===== src/panel_led_pkg.sv =====
// shared constants and types for the panel status indicator logic
package panel_led_pkg;

    // ==========================================================
    // timing
    // ==========================================================
    localparam int CLK_HZ = 10_000_000;          // ref_clk rate
    localparam int BLINK_HALF_MS = 250;          // blink half period, ms
    localparam int BLINK_HALF_CYCLES = BLINK_HALF_MS * (CLK_HZ / 1000);
    localparam int SELFTEST_MS = 100;            // power-on self-test, ms
    localparam int SELFTEST_CYCLES = SELFTEST_MS * (CLK_HZ / 1000);
    localparam logic [2:0] LOCK_ACK_HALVES = 3'h6; // three green blinks

    // ==========================================================
    // register map (byte addresses)
    // ==========================================================
    localparam logic [7:0] ADDR_CTRL = 8'h00;
    localparam logic [7:0] ADDR_STATE = 8'h04;
    localparam logic [7:0] ADDR_IRQ_STATUS = 8'h08;
    localparam logic [7:0] ADDR_IRQ_MASK = 8'h0C;
    localparam logic [7:0] ADDR_LED_VIEW = 8'h10;

    // control register fields
    localparam int CTRL_DARK_BIT = 0;
    localparam int CTRL_LOCK_BIT = 1;
    localparam int CTRL_OOS_BIT = 2;
    localparam int CTRL_WIDTH = 3;
    localparam logic [2:0] CTRL_RESET = 3'h0;

    // interrupt status / mask fields
    localparam int IRQ_CFG_LOADED_BIT = 0;
    localparam int IRQ_LINK_ERR_BIT = 1;
    localparam int IRQ_ENC_ERR_BIT = 2;
    localparam int IRQ_LOCK_ACK_BIT = 3;
    localparam int IRQ_WIDTH = 4;
    localparam logic [3:0] IRQ_RESET = 4'h0;

    // state register fields
    localparam int STATE_BOOT_LSB = 0;    // three one-hot boot bits
    localparam int STATE_PHASE_BIT = 3;
    localparam int STATE_LOCK_ACK_BIT = 4;

    // ==========================================================
    // types
    // ==========================================================
    typedef enum logic [1:0] {
        COL_OFF = 2'h0,
        COL_GREEN = 2'h1,
        COL_YELLOW = 2'h2,
        COL_RED = 2'h3
    } led_color_type;

    typedef enum logic [1:0] {
        CONV_TRANSPARENT = 2'h0,
        CONV_SPLIT = 2'h1,
        CONV_DOWNSAMPLE = 2'h2
    } conv_mode_type;

    typedef enum logic [2:0] {
        BOOT_SELFTEST = 3'h1,
        BOOT_LOAD = 3'h2,
        BOOT_RUN = 3'h4
    } boot_state_type;

endpackage


===== src/blink_if.sv =====
// blink timing carried from the shared timer to the indicator logic
`timescale 1ns/1ps
interface blink_if;
    logic phase;  // high in the lit half of a blink period
    logic tick;   // one-cycle pulse at each half-period boundary
    modport source (output phase, output tick);
    modport sink (input phase, input tick);
endinterface


===== src/blink_timer.sv =====
// shared blink-rate timer for every flashing indicator
`timescale 1ns/1ps
module blink_timer #(
    parameter int HALF_CYCLES = panel_led_pkg::BLINK_HALF_CYCLES
) (
    // clock and reset
    input wire logic ref_clk,
    input wire logic arst_n,
    // blink timing out
    blink_if.source blink
);
    import panel_led_pkg::*;

    logic [31:0] count;       // cycles into the current half period
    logic [31:0] next_count;
    logic phase;              // lit half flag
    logic next_phase;
    logic tick;               // boundary pulse
    logic next_tick;

    // ==========================================================
    // next values
    // ==========================================================
    // one counter for all leds keeps every blink in step
    always_comb begin
        next_count = count + 32'h1;
        next_phase = phase;
        next_tick = 1'b0;
        if (count >= 32'(HALF_CYCLES - 1)) begin
            next_count = 32'h0;
            next_phase = ~phase;
            next_tick = 1'b1;
        end
    end

    // registers only
    always_ff @(posedge ref_clk or negedge arst_n) begin
        if (!arst_n) begin
            count <= 32'h0;
            phase <= 1'b1;
            tick <= 1'b0;
        end else begin
            count <= next_count;
            phase <= next_phase;
            tick <= next_tick;
        end
    end

    assign blink.phase = phase;
    assign blink.tick = tick;
endmodule


===== src/panel_led_logic.sv =====
// front and rear panel status indicator logic with register port
// ==============================================================
// ==============================================================
//
// The placing of the registers and the plain strobed port were left to the implementer.
`timescale 1ns/1ps
module panel_led_logic #(
    parameter bit IS_RECEIVER = 1'b0,
    parameter int BLINK_HALF = panel_led_pkg::BLINK_HALF_CYCLES,
    parameter int SELFTEST = panel_led_pkg::SELFTEST_CYCLES
) (
    // clock and reset
    input wire logic ref_clk,
    input wire logic arst_n,
    // register port
    input wire logic [7:0] reg_addr,
    input wire logic [31:0] reg_wdata,
    input wire logic reg_wr,
    input wire logic reg_rd,
    output logic [31:0] reg_rdata,
    output logic irq,
    // unit status inputs
    input wire logic power_good,
    input wire logic link_up,
    input wire logic link_err,
    input wire logic enc_on,
    input wire logic enc_err,
    input wire logic input_sel,
    input wire logic [1:0] input_valid,
    input wire logic sig_valid,
    input wire logic sig_err,
    input wire panel_led_pkg::conv_mode_type conv_mode,
    input wire logic laser_on,
    // button and configuration handshake
    input wire logic button_press,
    output logic button_action,
    output logic cfg_load_req,
    input wire logic cfg_load_done,
    // leds
    output panel_led_pkg::led_color_type power_alive_led,
    output panel_led_pkg::led_color_type link_led,
    output panel_led_pkg::led_color_type enc_led,
    output panel_led_pkg::led_color_type slot_a_led,
    output panel_led_pkg::led_color_type slot_b_led,
    output panel_led_pkg::led_color_type laser_led
);
    import panel_led_pkg::*;

    // ==========================================================
    // shared blink timer
    // ==========================================================
    blink_if blink ();

    blink_timer #(
        .HALF_CYCLES(BLINK_HALF)
    ) u_blink (
        .ref_clk(ref_clk),
        .arst_n(arst_n),
        .blink(blink)
    );

    // ==========================================================
    // boot sequencing
    // ==========================================================
    boot_state_type boot;           // self-test, load, run
    boot_state_type next_boot;
    logic [31:0] st_count;          // self-test elapsed cycles
    logic [31:0] next_st_count;
    logic next_cfg_load_req;
    logic cfg_loaded_evt;           // pulse when run is entered

    // power-up runs the self-test, then asks for the stored setup
    always_comb begin
        next_boot = boot;
        next_st_count = st_count;
        next_cfg_load_req = 1'b0;
        cfg_loaded_evt = 1'b0;
        unique case (boot)
            BOOT_SELFTEST: begin
                next_st_count = st_count + 32'h1;
                if (st_count >= 32'(SELFTEST - 1)) begin
                    next_boot = BOOT_LOAD;
                    next_cfg_load_req = 1'b1;
                end
            end
            BOOT_LOAD: begin
                // request held until the store reports completion
                next_cfg_load_req = ~cfg_load_done;
                if (cfg_load_done) begin
                    next_boot = BOOT_RUN;
                    cfg_loaded_evt = 1'b1;
                end
            end
            BOOT_RUN: begin
                next_boot = BOOT_RUN;
            end
            default: begin
                // corrupted code: restart the whole power-up sequence
                next_boot = BOOT_SELFTEST;
                next_st_count = 32'h0;
            end
        endcase
    end

    always_ff @(posedge ref_clk or negedge arst_n) begin
        if (!arst_n) begin
            boot <= BOOT_SELFTEST;
            st_count <= 32'h0;
            cfg_load_req <= 1'b0;
        end else begin
            boot <= next_boot;
            st_count <= next_st_count;
            cfg_load_req <= next_cfg_load_req;
        end
    end

    // ==========================================================
    // registers, interrupts and front panel lock
    // ==========================================================
    logic [CTRL_WIDTH-1:0] ctrl;          // dark, lock, out of service
    logic [CTRL_WIDTH-1:0] next_ctrl;
    logic [IRQ_WIDTH-1:0] irq_status;     // sticky events
    logic [IRQ_WIDTH-1:0] next_irq_status;
    logic [IRQ_WIDTH-1:0] irq_mask;       // one enables the event
    logic [IRQ_WIDTH-1:0] next_irq_mask;
    logic [IRQ_WIDTH-1:0] irq_set;
    logic [31:0] next_reg_rdata;
    logic [2:0] lock_left;                // lock ack halves remaining
    logic [2:0] next_lock_left;
    logic next_button_action;
    logic link_err_d;                     // for rising edge of errors
    logic enc_err_d;
    logic lock_ack_start;
    logic [11:0] led_view;                // current led colours
    logic dark;
    logic locked;
    logic out_of_service;

    assign dark = ctrl[CTRL_DARK_BIT];
    assign locked = ctrl[CTRL_LOCK_BIT];
    assign out_of_service = ctrl[CTRL_OOS_BIT];
    assign led_view = {laser_led, slot_b_led, slot_a_led,
                       enc_led, link_led, power_alive_led};

    // register writes, read mux, lock ack countdown, event capture
    always_comb begin
        next_ctrl = ctrl;
        next_irq_mask = irq_mask;
        next_irq_status = irq_status;
        next_reg_rdata = 32'h0;
        next_lock_left = lock_left;
        next_button_action = 1'b0;
        lock_ack_start = 1'b0;
        // a press only counts once the unit is running
        if (button_press && boot == BOOT_RUN) begin
            if (locked) begin
                // acknowledge instead of acting
                lock_ack_start = 1'b1;
                next_lock_left = LOCK_ACK_HALVES;
            end else begin
                next_button_action = 1'b1;
            end
        end else if (blink.tick && lock_left != 3'h0) begin
            next_lock_left = lock_left - 3'h1;
        end
        irq_set = '0;
        irq_set[IRQ_CFG_LOADED_BIT] = cfg_loaded_evt;
        irq_set[IRQ_LINK_ERR_BIT] = link_err & ~link_err_d;
        irq_set[IRQ_ENC_ERR_BIT] = enc_err & ~enc_err_d;
        irq_set[IRQ_LOCK_ACK_BIT] = lock_ack_start;
        if (reg_wr) begin
            unique case (reg_addr)
                ADDR_CTRL: next_ctrl = reg_wdata[CTRL_WIDTH-1:0];
                ADDR_IRQ_MASK: next_irq_mask = reg_wdata[IRQ_WIDTH-1:0];
                ADDR_IRQ_STATUS: begin
                    // write one to clear
                    next_irq_status = irq_status
                                      & ~reg_wdata[IRQ_WIDTH-1:0];
                end
                default: begin
                    // writes elsewhere are dropped
                end
            endcase
        end
        // a new event outranks a clear in the same cycle
        next_irq_status = next_irq_status | irq_set;
        if (reg_rd) begin
            unique case (reg_addr)
                ADDR_CTRL: next_reg_rdata = 32'(ctrl);
                ADDR_STATE: begin
                    next_reg_rdata[STATE_BOOT_LSB +: 3] = boot;
                    next_reg_rdata[STATE_PHASE_BIT] = blink.phase;
                    next_reg_rdata[STATE_LOCK_ACK_BIT] = lock_left != 3'h0;
                end
                ADDR_IRQ_STATUS: next_reg_rdata = 32'(irq_status);
                ADDR_IRQ_MASK: next_reg_rdata = 32'(irq_mask);
                ADDR_LED_VIEW: next_reg_rdata = 32'(led_view);
                default: next_reg_rdata = 32'h0;    // unmapped reads zero
            endcase
        end
    end

    always_ff @(posedge ref_clk or negedge arst_n) begin
        if (!arst_n) begin
            ctrl <= CTRL_RESET;
            irq_status <= IRQ_RESET;
            irq_mask <= IRQ_RESET;
            reg_rdata <= 32'h0;
            lock_left <= 3'h0;
            button_action <= 1'b0;
            link_err_d <= 1'b0;
            enc_err_d <= 1'b0;
        end else begin
            ctrl <= next_ctrl;
            irq_status <= next_irq_status;
            irq_mask <= next_irq_mask;
            reg_rdata <= next_reg_rdata;
            lock_left <= next_lock_left;
            button_action <= next_button_action;
            link_err_d <= link_err;
            enc_err_d <= enc_err;
        end
    end

    // level interrupt, high while any unmasked event is pending
    assign irq = |(irq_status & irq_mask);

    // ==========================================================
    // indicator colours
    // ==========================================================
    led_color_type next_power, next_link, next_enc;
    led_color_type next_slot_a, next_slot_b, next_laser;

    // blinking leds are dark during the unlit half of the period
    function automatic led_color_type lit(input led_color_type col,
                                          input logic flash,
                                          input logic phase);
        lit = (flash && !phase) ? COL_OFF : col;
    endfunction

    // one decode per led; errors are tested first on purpose
    always_comb begin
        // power-alive indicator
        if (!power_good || boot != BOOT_RUN) begin
            next_power = COL_OFF;
        end else if (out_of_service) begin
            // transmitter shows steady green, receiver stays dark
            next_power = IS_RECEIVER ? COL_OFF : COL_GREEN;
        end else begin
            next_power = lit(COL_GREEN, 1'b1, blink.phase);
        end
        // fiber link
        if (link_err) begin
            next_link = lit(COL_YELLOW, 1'b1, blink.phase);
        end else begin
            next_link = link_up ? COL_GREEN : COL_OFF;
        end
        // encryption
        if (enc_err) begin
            next_enc = lit(COL_YELLOW, 1'b1, blink.phase);
        end else begin
            next_enc = enc_on ? COL_GREEN : COL_OFF;
        end
        if (IS_RECEIVER) begin
            // slot a: signal present
            if (sig_err) begin
                next_slot_a = lit(COL_YELLOW, 1'b1, blink.phase);
            end else begin
                next_slot_a = sig_valid ? COL_GREEN : COL_OFF;
            end
            // slot b: output conversion, unused code stays dark
            unique case (conv_mode)
                CONV_SPLIT: next_slot_b = COL_GREEN;
                CONV_DOWNSAMPLE: next_slot_b = COL_YELLOW;
                default: next_slot_b = COL_OFF;
            endcase
        end else begin
            // slot a: input one, slot b: input two
            if (input_sel == 1'b0) begin
                next_slot_a = lit(COL_GREEN, ~input_valid[0],
                                  blink.phase);
                next_slot_b = input_valid[1] ? COL_YELLOW
                                             : COL_OFF;
            end else begin
                next_slot_a = input_valid[0] ? COL_YELLOW
                                             : COL_OFF;
                next_slot_b = lit(COL_GREEN, ~input_valid[1],
                                  blink.phase);
            end
        end
        // rear laser indicator
        next_laser = laser_on ? COL_RED : COL_OFF;
        // lock acknowledge takes over the front panel
        if (lock_left != 3'h0) begin
            next_power = lit(COL_GREEN, 1'b1, blink.phase);
            next_link = next_power;
            next_enc = next_power;
            next_slot_a = next_power;
            next_slot_b = next_power;
        end
        // dark mode blanks everything, status keeps running
        if (dark) begin
            next_power = COL_OFF;
            next_link = COL_OFF;
            next_enc = COL_OFF;
            next_slot_a = COL_OFF;
            next_slot_b = COL_OFF;
            next_laser = COL_OFF;
        end
    end

    // led outputs come straight from flip-flops
    always_ff @(posedge ref_clk or negedge arst_n) begin
        if (!arst_n) begin
            power_alive_led <= COL_OFF;
            link_led <= COL_OFF;
            enc_led <= COL_OFF;
            slot_a_led <= COL_OFF;
            slot_b_led <= COL_OFF;
            laser_led <= COL_OFF;
        end else begin
            power_alive_led <= next_power;
            link_led <= next_link;
            enc_led <= next_enc;
            slot_a_led <= next_slot_a;
            slot_b_led <= next_slot_b;
            laser_led <= next_laser;
        end
    end
endmodule


===== config.mk =====
export PLATFORM = sky130hd
export DESIGN_NAME = panel_led_logic
export DESIGN_NICKNAME = d
export VERILOG_FILES = /design/src/panel_led_pkg.sv /design/src/blink_if.sv /design/src/blink_timer.sv /design/src/panel_led_logic.sv
export SDC_FILE = /design/constraint.sdc
export NUM_CORES = 1
export LEC_CHECK = 0
export BUFFER_PORTS_ARGS = -buffer_cell sky130_fd_sc_hd__buf_2
export CAP_MARGIN = 30
export CORE_ASPECT_RATIO = 1.75
export CORE_MARGIN = 1
export CORE_UTILIZATION = 50
export CTS_CLUSTER_DIAMETER = 60
export DETAILED_ROUTE_END_ITERATION = 7
export GPL_ROUTABILITY_DRIVEN = 0
export PLACE_DENSITY = 0.86
export SLEW_MARGIN = 20
export SYNTH_ARGS = -nofsm -noshare
export SYNTH_HDL_FRONTEND = slang
export SYNTH_SLANG_ARGS = --single-unit

===== constraint.sdc =====
create_clock -name ref_clk -period 5.7 [get_ports ref_clk]
set_input_delay 1.14 -clock ref_clk [delete_from_list [all_inputs] [get_ports ref_clk]]
set_output_delay 1.14 -clock ref_clk [all_outputs]
set_load 0.02 [all_outputs]

**Yosys cells after proc, flatten, opt, wreduce, memory -nomap -nowiden**

Cells that the tools add are included.

- Register bits after elaboration: 131
- Bits in latches: 0
- Memory bits (writable): 0
- ROM bits: 0
- Bits of input ports: 59
- Output and inout bits: 47
- Memories: 0

- $add $sub $neg: 3
- Multipliers: 0
- Div/mod/pow operators: 0
- Order comparisons: 2
- Equal/unequal tests: 11
- Shift-type cells: 0
- Mux-type cells: 48
- Bitwise gates (word level): 12
- Reduce and logical (&&, ||, !) cells: 16

Operator list:

| kind | count |
|---|---|
| $add A32 B1 Y32 const B | 2 |
| $pmux W32 S2 | 1 |
| $mux W2 | 19 |
| $ge A32 B20 Y1 const B | 1 |
| $ge A32 B22 Y1 const B | 1 |
| $mux W32 | 1 |
| $pmux W5 S5 | 1 |
| $eq A8 B4 Y1 const B | 2 |
| $mux W1 | 15 |
| $mux W3 | 5 |
| $mux W12 | 1 |
| $pmux W3 S3 | 1 |
| $and A4 B4 Y4 | 2 |
| $eq A8 B3 Y1 const B | 1 |
| $eq A8 B5 Y1 const B | 1 |
| $logic_not A8 Y1 | 1 |
| $mux W4 | 2 |
| $reduce_and A2 Y1 | 4 |
| $mux W7 | 1 |
| $ne A2 B2 Y1 const B | 3 |
| $not A1 Y1 | 6 |
| $logic_and A1 B1 Y1 | 4 |
| $not A4 Y4 | 1 |
| $or A4 B4 Y4 | 1 |
| other kinds (13) | 15 |

**Longest topological paths before layout**

Gate-level depths: netlist of run 1.

- Word-level depth: 6
- Depth in mapped cells: 7

**Cells and area by module**

A second synthesis of run 1 with hierarchy kept.

- Cells, all modules: 545
- Area total of the unflattened synthesis: 5552.8 µm²

Modules (own cells, without submodules):

| module | times used | cells an instance | area each (µm²) |
|---|---|---|---|
| panel_led_logic | 1 | 402 | 3998.8 |
| blink_timer | 1 | 143 | 1554.0 |

**Least setup slack after synthesis of run 1**

Ideal clock, no wire load.

- Path type: input to register
- Start: in reg_addr[4]
- End: reg irq_mask[0]
- Arrival time: 2.486 ns
- Required time: 5.575 ns
- Setup slack: 3.089 ns
- Cell stages on the path: 5
- Path buffers: 1
- Cells stage by stage: clkbuf_1 > nor4_1 > nand3_1 > nor2_1 > mux2_2

- Word-level cells in the longest chain between the ends: 2

RTL lines:

| element | RTL line | source |
|---|---|---|
| start, declared | panel_led_logic.sv:16 | `input wire logic [7:0] reg_addr,` |
| $eq A8 B4 Y1 | panel_led_logic.sv:172 | `unique case (reg_addr)` |
| $reduce_and A2 Y1 (no source line) | - |  |
| end signal, assigned | panel_led_logic.sv:216 | `irq_mask <= next_irq_mask;` |
| end, declared | panel_led_logic.sv:124 | `logic [IRQ_WIDTH-1:0] irq_mask;` |

No other way between the ends.
A chain may end at the register's enable or synchronous reset.

**Final worst setup path of run 1**

- Start: reg boot[1]
- End: reg st_count[23]

- Word-level cells in the longest chain between the ends: 3

RTL lines:

| element | RTL line | source |
|---|---|---|
| start, declared | panel_led_logic.sv:65 | `boot_state_type boot;` |
| start signal, assigned | panel_led_logic.sv:111 | `boot <= next_boot;` |
| $eq A3 B3 Y1 / $eq A3 B2 Y1 (equally long branches) | panel_led_logic.sv:78 | `unique case (boot)` |
| $reduce_or A2 Y1 (no source line) | - |  |
| $pmux W32 S2 | panel_led_logic.sv:78 |  |
| end signal, assigned | panel_led_logic.sv:112 | `st_count <= next_st_count;` |
| end, declared | panel_led_logic.sv:67 | `logic [31:0] st_count;` |

Several ways; a longest one is shown, not always the timed one.

==> results of run 1 <==
[worst max path at each step]
stage                               endpoint  slack (ps)
floorplan            irq_mask[0]$_DFFE_PN0P_        3090
global placement     irq_mask[2]$_DFFE_PN0P_        2970
detailed placement   irq_mask[1]$_DFFE_PN0P_        2840
CTS                 st_count[23]$_DFFE_PN0P_        3120
global route        st_count[23]$_DFFE_PN0P_        2830
finish              st_count[23]$_DFFE_PN0P_        3080
[cell families after synthesis]
group / Yosys count
and+or+nand+nor: 228
adders and majority gates: 4
other: 1
xor gates and xnor gates: 42
buffers and inverters: 48
muxes: 16
DFF: 108
AOI/OAI and AO/OA: 60
[metal layers]
layer | global-route usage [%] | vias to the layer above | routed length, µm
met4 | 11.0 | 0 | 309
met5 | 0 | - | 0
met3 | 3.87 | 30 | 418
met1 | 21.6 | 1921 | 3850
met2 | 40.8 | 130 | 6050
li1 | - | 1842 | -
[layout make-up]
cell class                 count  area, µm²
sequential                   108       2710
inverter                       9       33.8
multi-input combinational    381       2300
clock inverter                 3       46.3
fill                         797       4160
timing repair buffer          57        318
clock buffer                  13        250
tap                          125        156
[sequential cells by signal, summed over array words and instances, names as in the netlist, 2 cells and up]
register	flops
boot	3
ctrl	3
enc_led	2
irq_mask	4
irq_status	4
link_led	2
lock_left	3
reg_rdata	11
slot_a_led	2
slot_b_led	2
st_count	32
u_blink.count	32
[power by group through the flow]
stage | combinational (mW) | sequential, mW | clock [mW]
after floorplan | 0.109 | 0.833 | 0
after global placement | 0.153 | 0.824 | 0
after detailed placement | 0.162 | 0.826 | 0
after CTS | 0.165 | 0.812 | 0.630
after global routing | 0.187 | 0.814 | 0.656
final | 0.166 | 0.812 | 0.620
[Yosys cell counts (all sizes together), types with 6 or more instances]
| library cell | instances |
|---|---|
| dfrtp | 106 |
| nor2 | 63 |
| nand2 | 40 |
| xor2 | 35 |
| buf | 28 |
| nand3 | 24 |
| a21oi | 21 |
| nand4 | 17 |
| o21ai | 16 |
| nor4 | 14 |
| clkbuf | 11 |
| nor3 | 11 |
| and3 | 10 |
| inv | 9 |
| mux2i | 9 |
| or3 | 8 |
| and2 | 7 |
| and4 | 7 |
| mux2 | 7 |
| xnor2 | 7 |
| nand2b | 6 |
[critical path, cell delays in order, from the launching register on]
cell                      delay, ps
sky130_fd_sc_hd__dfrtp_1        480
sky130_fd_sc_hd__nor3b_1        200
sky130_fd_sc_hd__buf_4          180
sky130_fd_sc_hd__nor3_1         690
sky130_fd_sc_hd__nand4_1        410
sky130_fd_sc_hd__or3_1          420
sky130_fd_sc_hd__a21oi_1        150
[cells in the final DEF (no fill, tap or decap), drive strengths merged, types with 2 or more instances in the layout]
cell,Yosys,layout
a21oi,21,21
clkbuf,11,14
nand4,17,17
nand3,24,24
mux2i,9,9
nor3b,2,2
nor2b,4,4
a22o,3,3
conb,1,31
and3,10,10
and2,7,7
or4,4,4
nand3b,4,4
nor4bb,2,2
or2,2,2
xor2,35,35
dfrtp,106,106
a211oi,4,4
o21ai,16,16
nand2,40,40
nand2b,6,6
ha,4,4
dfstp,2,2
and4,7,7
nor4,14,14
buf,28,56
xnor2,7,7
mux2,7,7
a22oi,4,4
nor3,11,11
o22ai,3,3
nor2,63,63
inv,9,9
or3,8,8
[metrics by stage]
stage / setup slack [ps] / hold WS [ps]
2_1_floorplan: 3090 / 446
3_3_place_gp: 2970 / 457
3_5_place_dp: 2840 / 459
4_1_cts: 3120 / 476
5_1_grt: 2830 / 498
6_report: 3080 / 476
==> results.md, run 1 <==
### Critical path
- **reg-to-reg slack, setup** 3080 ps
- **maximum fanout encountered on the critical timing path** 11
- **capturing point of the worst reg2reg path** st_count[23]$_DFFE_PN0P_
- **Critical Path Source** boot[1]$_DFFE_PN0P_
- **arrival time of the worst setup path** 2890 ps
- **number of cells traversed by the worst register-to-register path** 6
- **path type of the worst setup path** flop to flop
- **beginning of the worst register-to-register path** boot[1]$_DFFE_PN0P_
- **Startpoint Class** flop
- **CP Data Required Time** 5970 ps
- **Worst Setup End Kind** flop

### Clock network
- **H-Tree Level Count** 3
- **hold buffer count at cts** 0
- **worst-skew pair later-pin latency** 340 ps
- **root cell of the clock tree** sky130_fd_sc_hd__clkbuf_16
- **number of gates resized after CTS** 0
- **number of CTS-inserted buffers** 9
- **clk buf depth** 2
- **number of buffers inserted by post-CTS setup repair** 0
- **clock tree from TritonCTS** yes
- **clock sink count** 108
- **clock-pin transition on the worst setup and hold timing paths** 70 ps

### Finish
- **ratio of cells with drive above 1 in the final layout** 15.6%
- **Final Util** 58.2%
- **total inserted antenna cells** 0
- **layout net count** 629
- **area added between synthesis and finish** 12.2%
- **cell area after layout** 0.00581 mm²
- **Layout Cells excl Fill** 696

### Pwr
- **net load switching power** 0.388 mW
- **worst vdd rail ir drop** 0.000199 V
- **internal power** 1.21 mW
- **power density relative to cell area** 275 mW/mm²
- **part of the power in the clock network** 38.8%
- **total power draw** 1.60 mW
- **relative contribution of combinational cells to total power** 10.4%
- **switching share of power** 24.3%
- **static leakage power** 2.74 nW
- **part of the total power dissipated in sequential elements** 50.8%

### Detailed routing
- **post-detailed-route via-to-cell ratio** 5.64
- **detailed-route DRC error count** 0
- **routed via count** 3923
- **DRT Pass-1 Iters** 4
- **antenna-violating nets left** 0
- **WL final** 10.6 mm
- **Iter 0 DRT Violations** 192
- **detail-routed net length per standard cell** 15.3 µm

### Place
- **number of placed instances with taps included** 678
- **number of buffer cells added on primary ports** 52
- **post-DP HPWL** 7.34 mm
- **instance area after placement** 0.00548 mm²

### Synth
- **cell taking the most area after synthesis** sky130_fd_sc_hd__dfrtp_1
- **synthesized area per cell** 10.2 µm²
- **main combinational cell family by area after synthesis** simple AND/OR/NAND/NOR gates
- **area share of the largest cell type after synthesis** 51.3%
- **Cell variety after synth** 56
- **number of enable flip-flop cells after synthesis** 0
- **top_reg_cell synth** sky130_fd_sc_hd__dfrtp_1
- **synthesized cell area** 0.00517 mm²
- **Synth Area in Compound Gates** 7.40%
- **yosys warns** 0
- **part of the Yosys area used for sequential elements** 52.3%
- **Seq cells post-synth** 108
- **largest cells by area after synthesis** sky130_fd_sc_hd__dfrtp_1, sky130_fd_sc_hd__xor2_1, sky130_fd_sc_hd__nor2_1
- **synthesized-area fraction occupied by xor and xnor cells** 7.11%
- **gate count of the mapped netlist** 507
- **share of synthesized area spent on multiplexers** 3.26%
- **simple-gate area share of the yosys netlist** 23.4%
- **proportion of register bits with asynchronous set or reset after synthesis** 100%
- **synthesized-area fraction occupied by adder cells** 0.967%

### Worst hold path
- **worst min-delay path startpoint** slot_a_led[0]$_DFF_PN0_
- **Hold/Removal Path Class** flop to flop
- **hold-critical path depth** 1
- **Worst Hold Endpoint** reg_rdata[6]$_DFF_PN0_

### Timing
- **sum of negative setup slack** 0 ps
- **final-report hold violation count** 0
- **Min Clock Period, post-route** 2620 ps
- **Fmax achieved** 381 MHz
- **unrepaired setup endpoints after global routing** no
- **number of failing setup endpoints in the final timing report** 0
- **Fin Clk Skew** 12.5 ps
- **period utilisation layout** 46.0%
- **transition time at the pin with the least slew margin** 884 ps
- **worst max-slew margin expressed relative to the limit** 40.9%
- **number of pins exceeding their max-slew limit in the final report** 0

### Floorplan
- **I/O pin count** 106
- **num rows** 48
- **Total Die Area** 0.0108 mm²
- **initial core utilization** 51.9%
- **core footprint** 0.00997 mm²
- **die outline width** 78.9 µm
- **Die H** 137 µm

### GRT
- **initial antenna violation count** 0
- **Tot GR Track Use** 21.3%
- **pin count of the biggest net entering global routing** 72
- **via count of the first global-routing pass** 4013
- **Congestion Overflow GR** 0
- **first-pass GRT wire length** 17.9 mm

### Run
- **Max Cap Violations** 0

### Run status
- **result of the run** finished clean

(Power assumes the default switching activity.)
==> run 2, diff against run 1 <==
--- a/config.mk
+++ b/config.mk
@@ -13,7 +13,7 @@
 export CTS_CLUSTER_DIAMETER = 60
 export DETAILED_ROUTE_END_ITERATION = 7
 export GPL_ROUTABILITY_DRIVEN = 0
-export PLACE_DENSITY = 0.86
+export PLACE_DENSITY = 0.89
 export SLEW_MARGIN = 20
 export SYNTH_ARGS = -nofsm -noshare
 export SYNTH_HDL_FRONTEND = slang
==> constraint.sdc (replaced) <==
create_clock -name ref_clk -period 2.1 [get_ports ref_clk]
set_input_delay 0.42 -clock ref_clk [delete_from_list [all_inputs] [get_ports ref_clk]]
set_output_delay 0.42 -clock ref_clk [all_outputs]
set_load 0.02 [all_outputs]
==> results.md, run 2 (synthesis results as in run 1) <==
### GRT
- **initial antenna violation count** 0
- **via count of the first global-routing pass** 4381
- **first-pass GRT wire length** 20.0 mm
- **Congestion Overflow GR** 0
- **pin count of the biggest net entering global routing** 42
- **Tot GR Track Use** 24.1%

### Pwr
- **static leakage power** 2.95 nW
- **worst vdd rail ir drop** 0.000533 V
- **power density relative to cell area** 686 mW/mm²

### Floorplan
- **num rows** 48
- **Die H** 137 µm
- **core footprint** 0.00997 mm²
- **I/O pin count** 106
- **initial core utilization** 51.9%
- **Total Die Area** 0.0108 mm²
- **die outline width** 78.9 µm

### Finish
- **largest registers** st_count (32), u_blink.count (32), reg_rdata (11)
- **most frequent standard cell in the layout excluding fill and tap cells** sky130_fd_sc_hd__dfrtp_1
- **Layout Cells excl Fill** 735
- **ratio of cells with drive above 1 in the final layout** 23.4%
- **leading cell types in the layout, fill and taps excluded** sky130_fd_sc_hd__dfrtp_1, sky130_fd_sc_hd__nor2_1, sky130_fd_sc_hd__buf_2, sky130_fd_sc_hd__nand2_1, sky130_fd_sc_hd__buf_4
- **layout net count** 668
- **total inserted antenna cells** 0
- **area added between synthesis and finish** 19.2%

### Clock network
- **root cell of the clock tree** sky130_fd_sc_hd__clkbuf_16
- **clock sink count** 108
- **clock tree from TritonCTS** yes
- **H-Tree Level Count** 3
- **number of CTS-inserted buffers** 9
- **worst-skew pair later-pin latency** 350 ps
- **clk buf depth** 2
- **clock-pin transition on the worst setup and hold timing paths** 70 ps

### Detailed routing
- **detail-routed net length per standard cell** 16.5 µm
- **post-detailed-route via-to-cell ratio** 5.81
- **detailed-route DRC error count** 0
- **WL final** 12.1 mm
- **routed via count** 4272
- **Iter 0 DRT Violations** 259
- **antenna-violating nets left** 0
- **DRT Pass-1 Iters** 7

### Critical path
- **highest-delay cell along the critical path** sky130_fd_sc_hd__or4_4
- **Crit path max-delay family** simple AND/OR/NAND/NOR gates
- **cell breakdown of the critical path** nand2b_4, or4_4, or4_4, o221ai_4, buf_6, buf_6, nor2_2
- **Crit path largest cell delay** 480 ps
- **maximum fanout encountered on the critical timing path** 5
- **CP Data Required Time** 2330 ps
- **combined buffer and inverter count along the critical path** 2
- **arrival time of the worst setup path** 2380 ps
- **Worst Setup End Kind** flop
- **path type of the worst setup path** flop to flop
- **Startpoint Class** flop

### Timing
- **sum of negative setup slack** -247 ps
- **Min Clock Period, post-route** 2150 ps
- **unrepaired setup endpoints after global routing** yes
- **final-report hold violation count** 0
- **worst max-slew margin expressed relative to the limit** 59.6%
- **number of failing setup endpoints in the final timing report** 8
- **number of pins exceeding their max-slew limit in the final report** 0
- **Fin Clk Skew** 3.79 ps
- **Fmax achieved** 465 MHz
- **period utilisation layout** 102%
- **post-route setup slack** -50.1 ps
- **transition time at the pin with the least slew margin** 602 ps

### Run
- **Max Cap Violations** 0

### Run status
- **violated checks** negative setup slack
- **result of the run** finished with violations

### Place
- **number of buffer cells added on primary ports** 52
- **post-DP HPWL** 8.20 mm
- **number of placed instances with taps included** 712

### Worst hold path
- **Hold/Removal Path Class** input pin to asynchronous set/reset pin

==> run 2: cell types whose count changed in the layout (fill, tap and decap cells not counted), moves of 2 or more <==
cell                       previous run  this run
sky130_fd_sc_hd__buf_12               0         3
sky130_fd_sc_hd__buf_4                4        38
sky130_fd_sc_hd__buf_6                0         4
sky130_fd_sc_hd__clkbuf_1             3         1
sky130_fd_sc_hd__clkinv_2             0         4
sky130_fd_sc_hd__nor2_1              63        55
sky130_fd_sc_hd__nor2_2               0         6
sky130_fd_sc_hd__nor2_4               0         2
sky130_fd_sc_hd__nor4_1              12        10
sky130_fd_sc_hd__nor4_2               1         3
==> run 2: layout make-up <==
| class | count | area, µm² |
|---|---|---|
| Clock buffer | 11 | 243 |
| Inverter | 9 | 33.8 |
| Tap cell | 125 | 156 |
| Sequential cell | 108 | 2710 |
| Timing Repair Buffer | 96 | 646 |
| Multi-Input combinational cell | 381 | 2360 |
| Clock inverter | 5 | 27.5 |
| Fill cell | 716 | 3800 |
==> run 2: repair_timing <==
action	4_1_cts	5_1_grt
cloned	2	0
endpoints found under the setup margin	12	22
resized for setup	13	8
hold buffers	0	0
buffers inserted	6	1
pin swaps	4	3
==> run 2: metrics by stage <==
stage               area [µm²]  worst slack (ps)  power, mW  utilization, %  hold slack (ps)
finish                    6170             -50.1       4.23            61.9             64.4
global route              6170             -77.3       4.38            61.9              127
CTS                       6190             -21.1       4.25            62.1             88.7
detailed placement        5770             -34.7       2.72            57.9              449
global placement          5770              32.0       2.67            57.9              443
floorplan                 5290             -6.13       2.56               -              124
==> run 2: final timing paths <==
kind / startpoint / end / slack [ps] / cells after the start
min in group ref_clk: link_err / link_err_d$_DFF_PN0_ / 240 / 1
setup / recovery: u_blink.count[20]$_DFF_PN0_ / u_blink.count[9]$_DFF_PN0_ / -50 / 7
hold reg to reg: slot_a_led[1]$_DFF_PN0_ / reg_rdata[7]$_DFF_PN0_ / 470 / 1
max in group asynchronous: arst_n / u_blink.blink.phase$_DFFE_PN1N_ / 1390 / 2
setup reg to reg: u_blink.count[20]$_DFF_PN0_ / u_blink.count[9]$_DFF_PN0_ / -50 / 7
hold / removal: arst_n / boot[1]$_DFFE_PN0P_ / 60 / 1
==> run 2: metal layers <==
metal,part of all wire (%),global-route usage [%]
met5,0,0
met4,3.8,13.9
met3,5.3,4.40
met2,56,45.2
met1,35,24.4
==> run 2: report_power, final <==
group          internal, mW  switching [mW]
combinational         0.168           0.317
clock                 0.828           0.708
sequential             2.16          0.0529
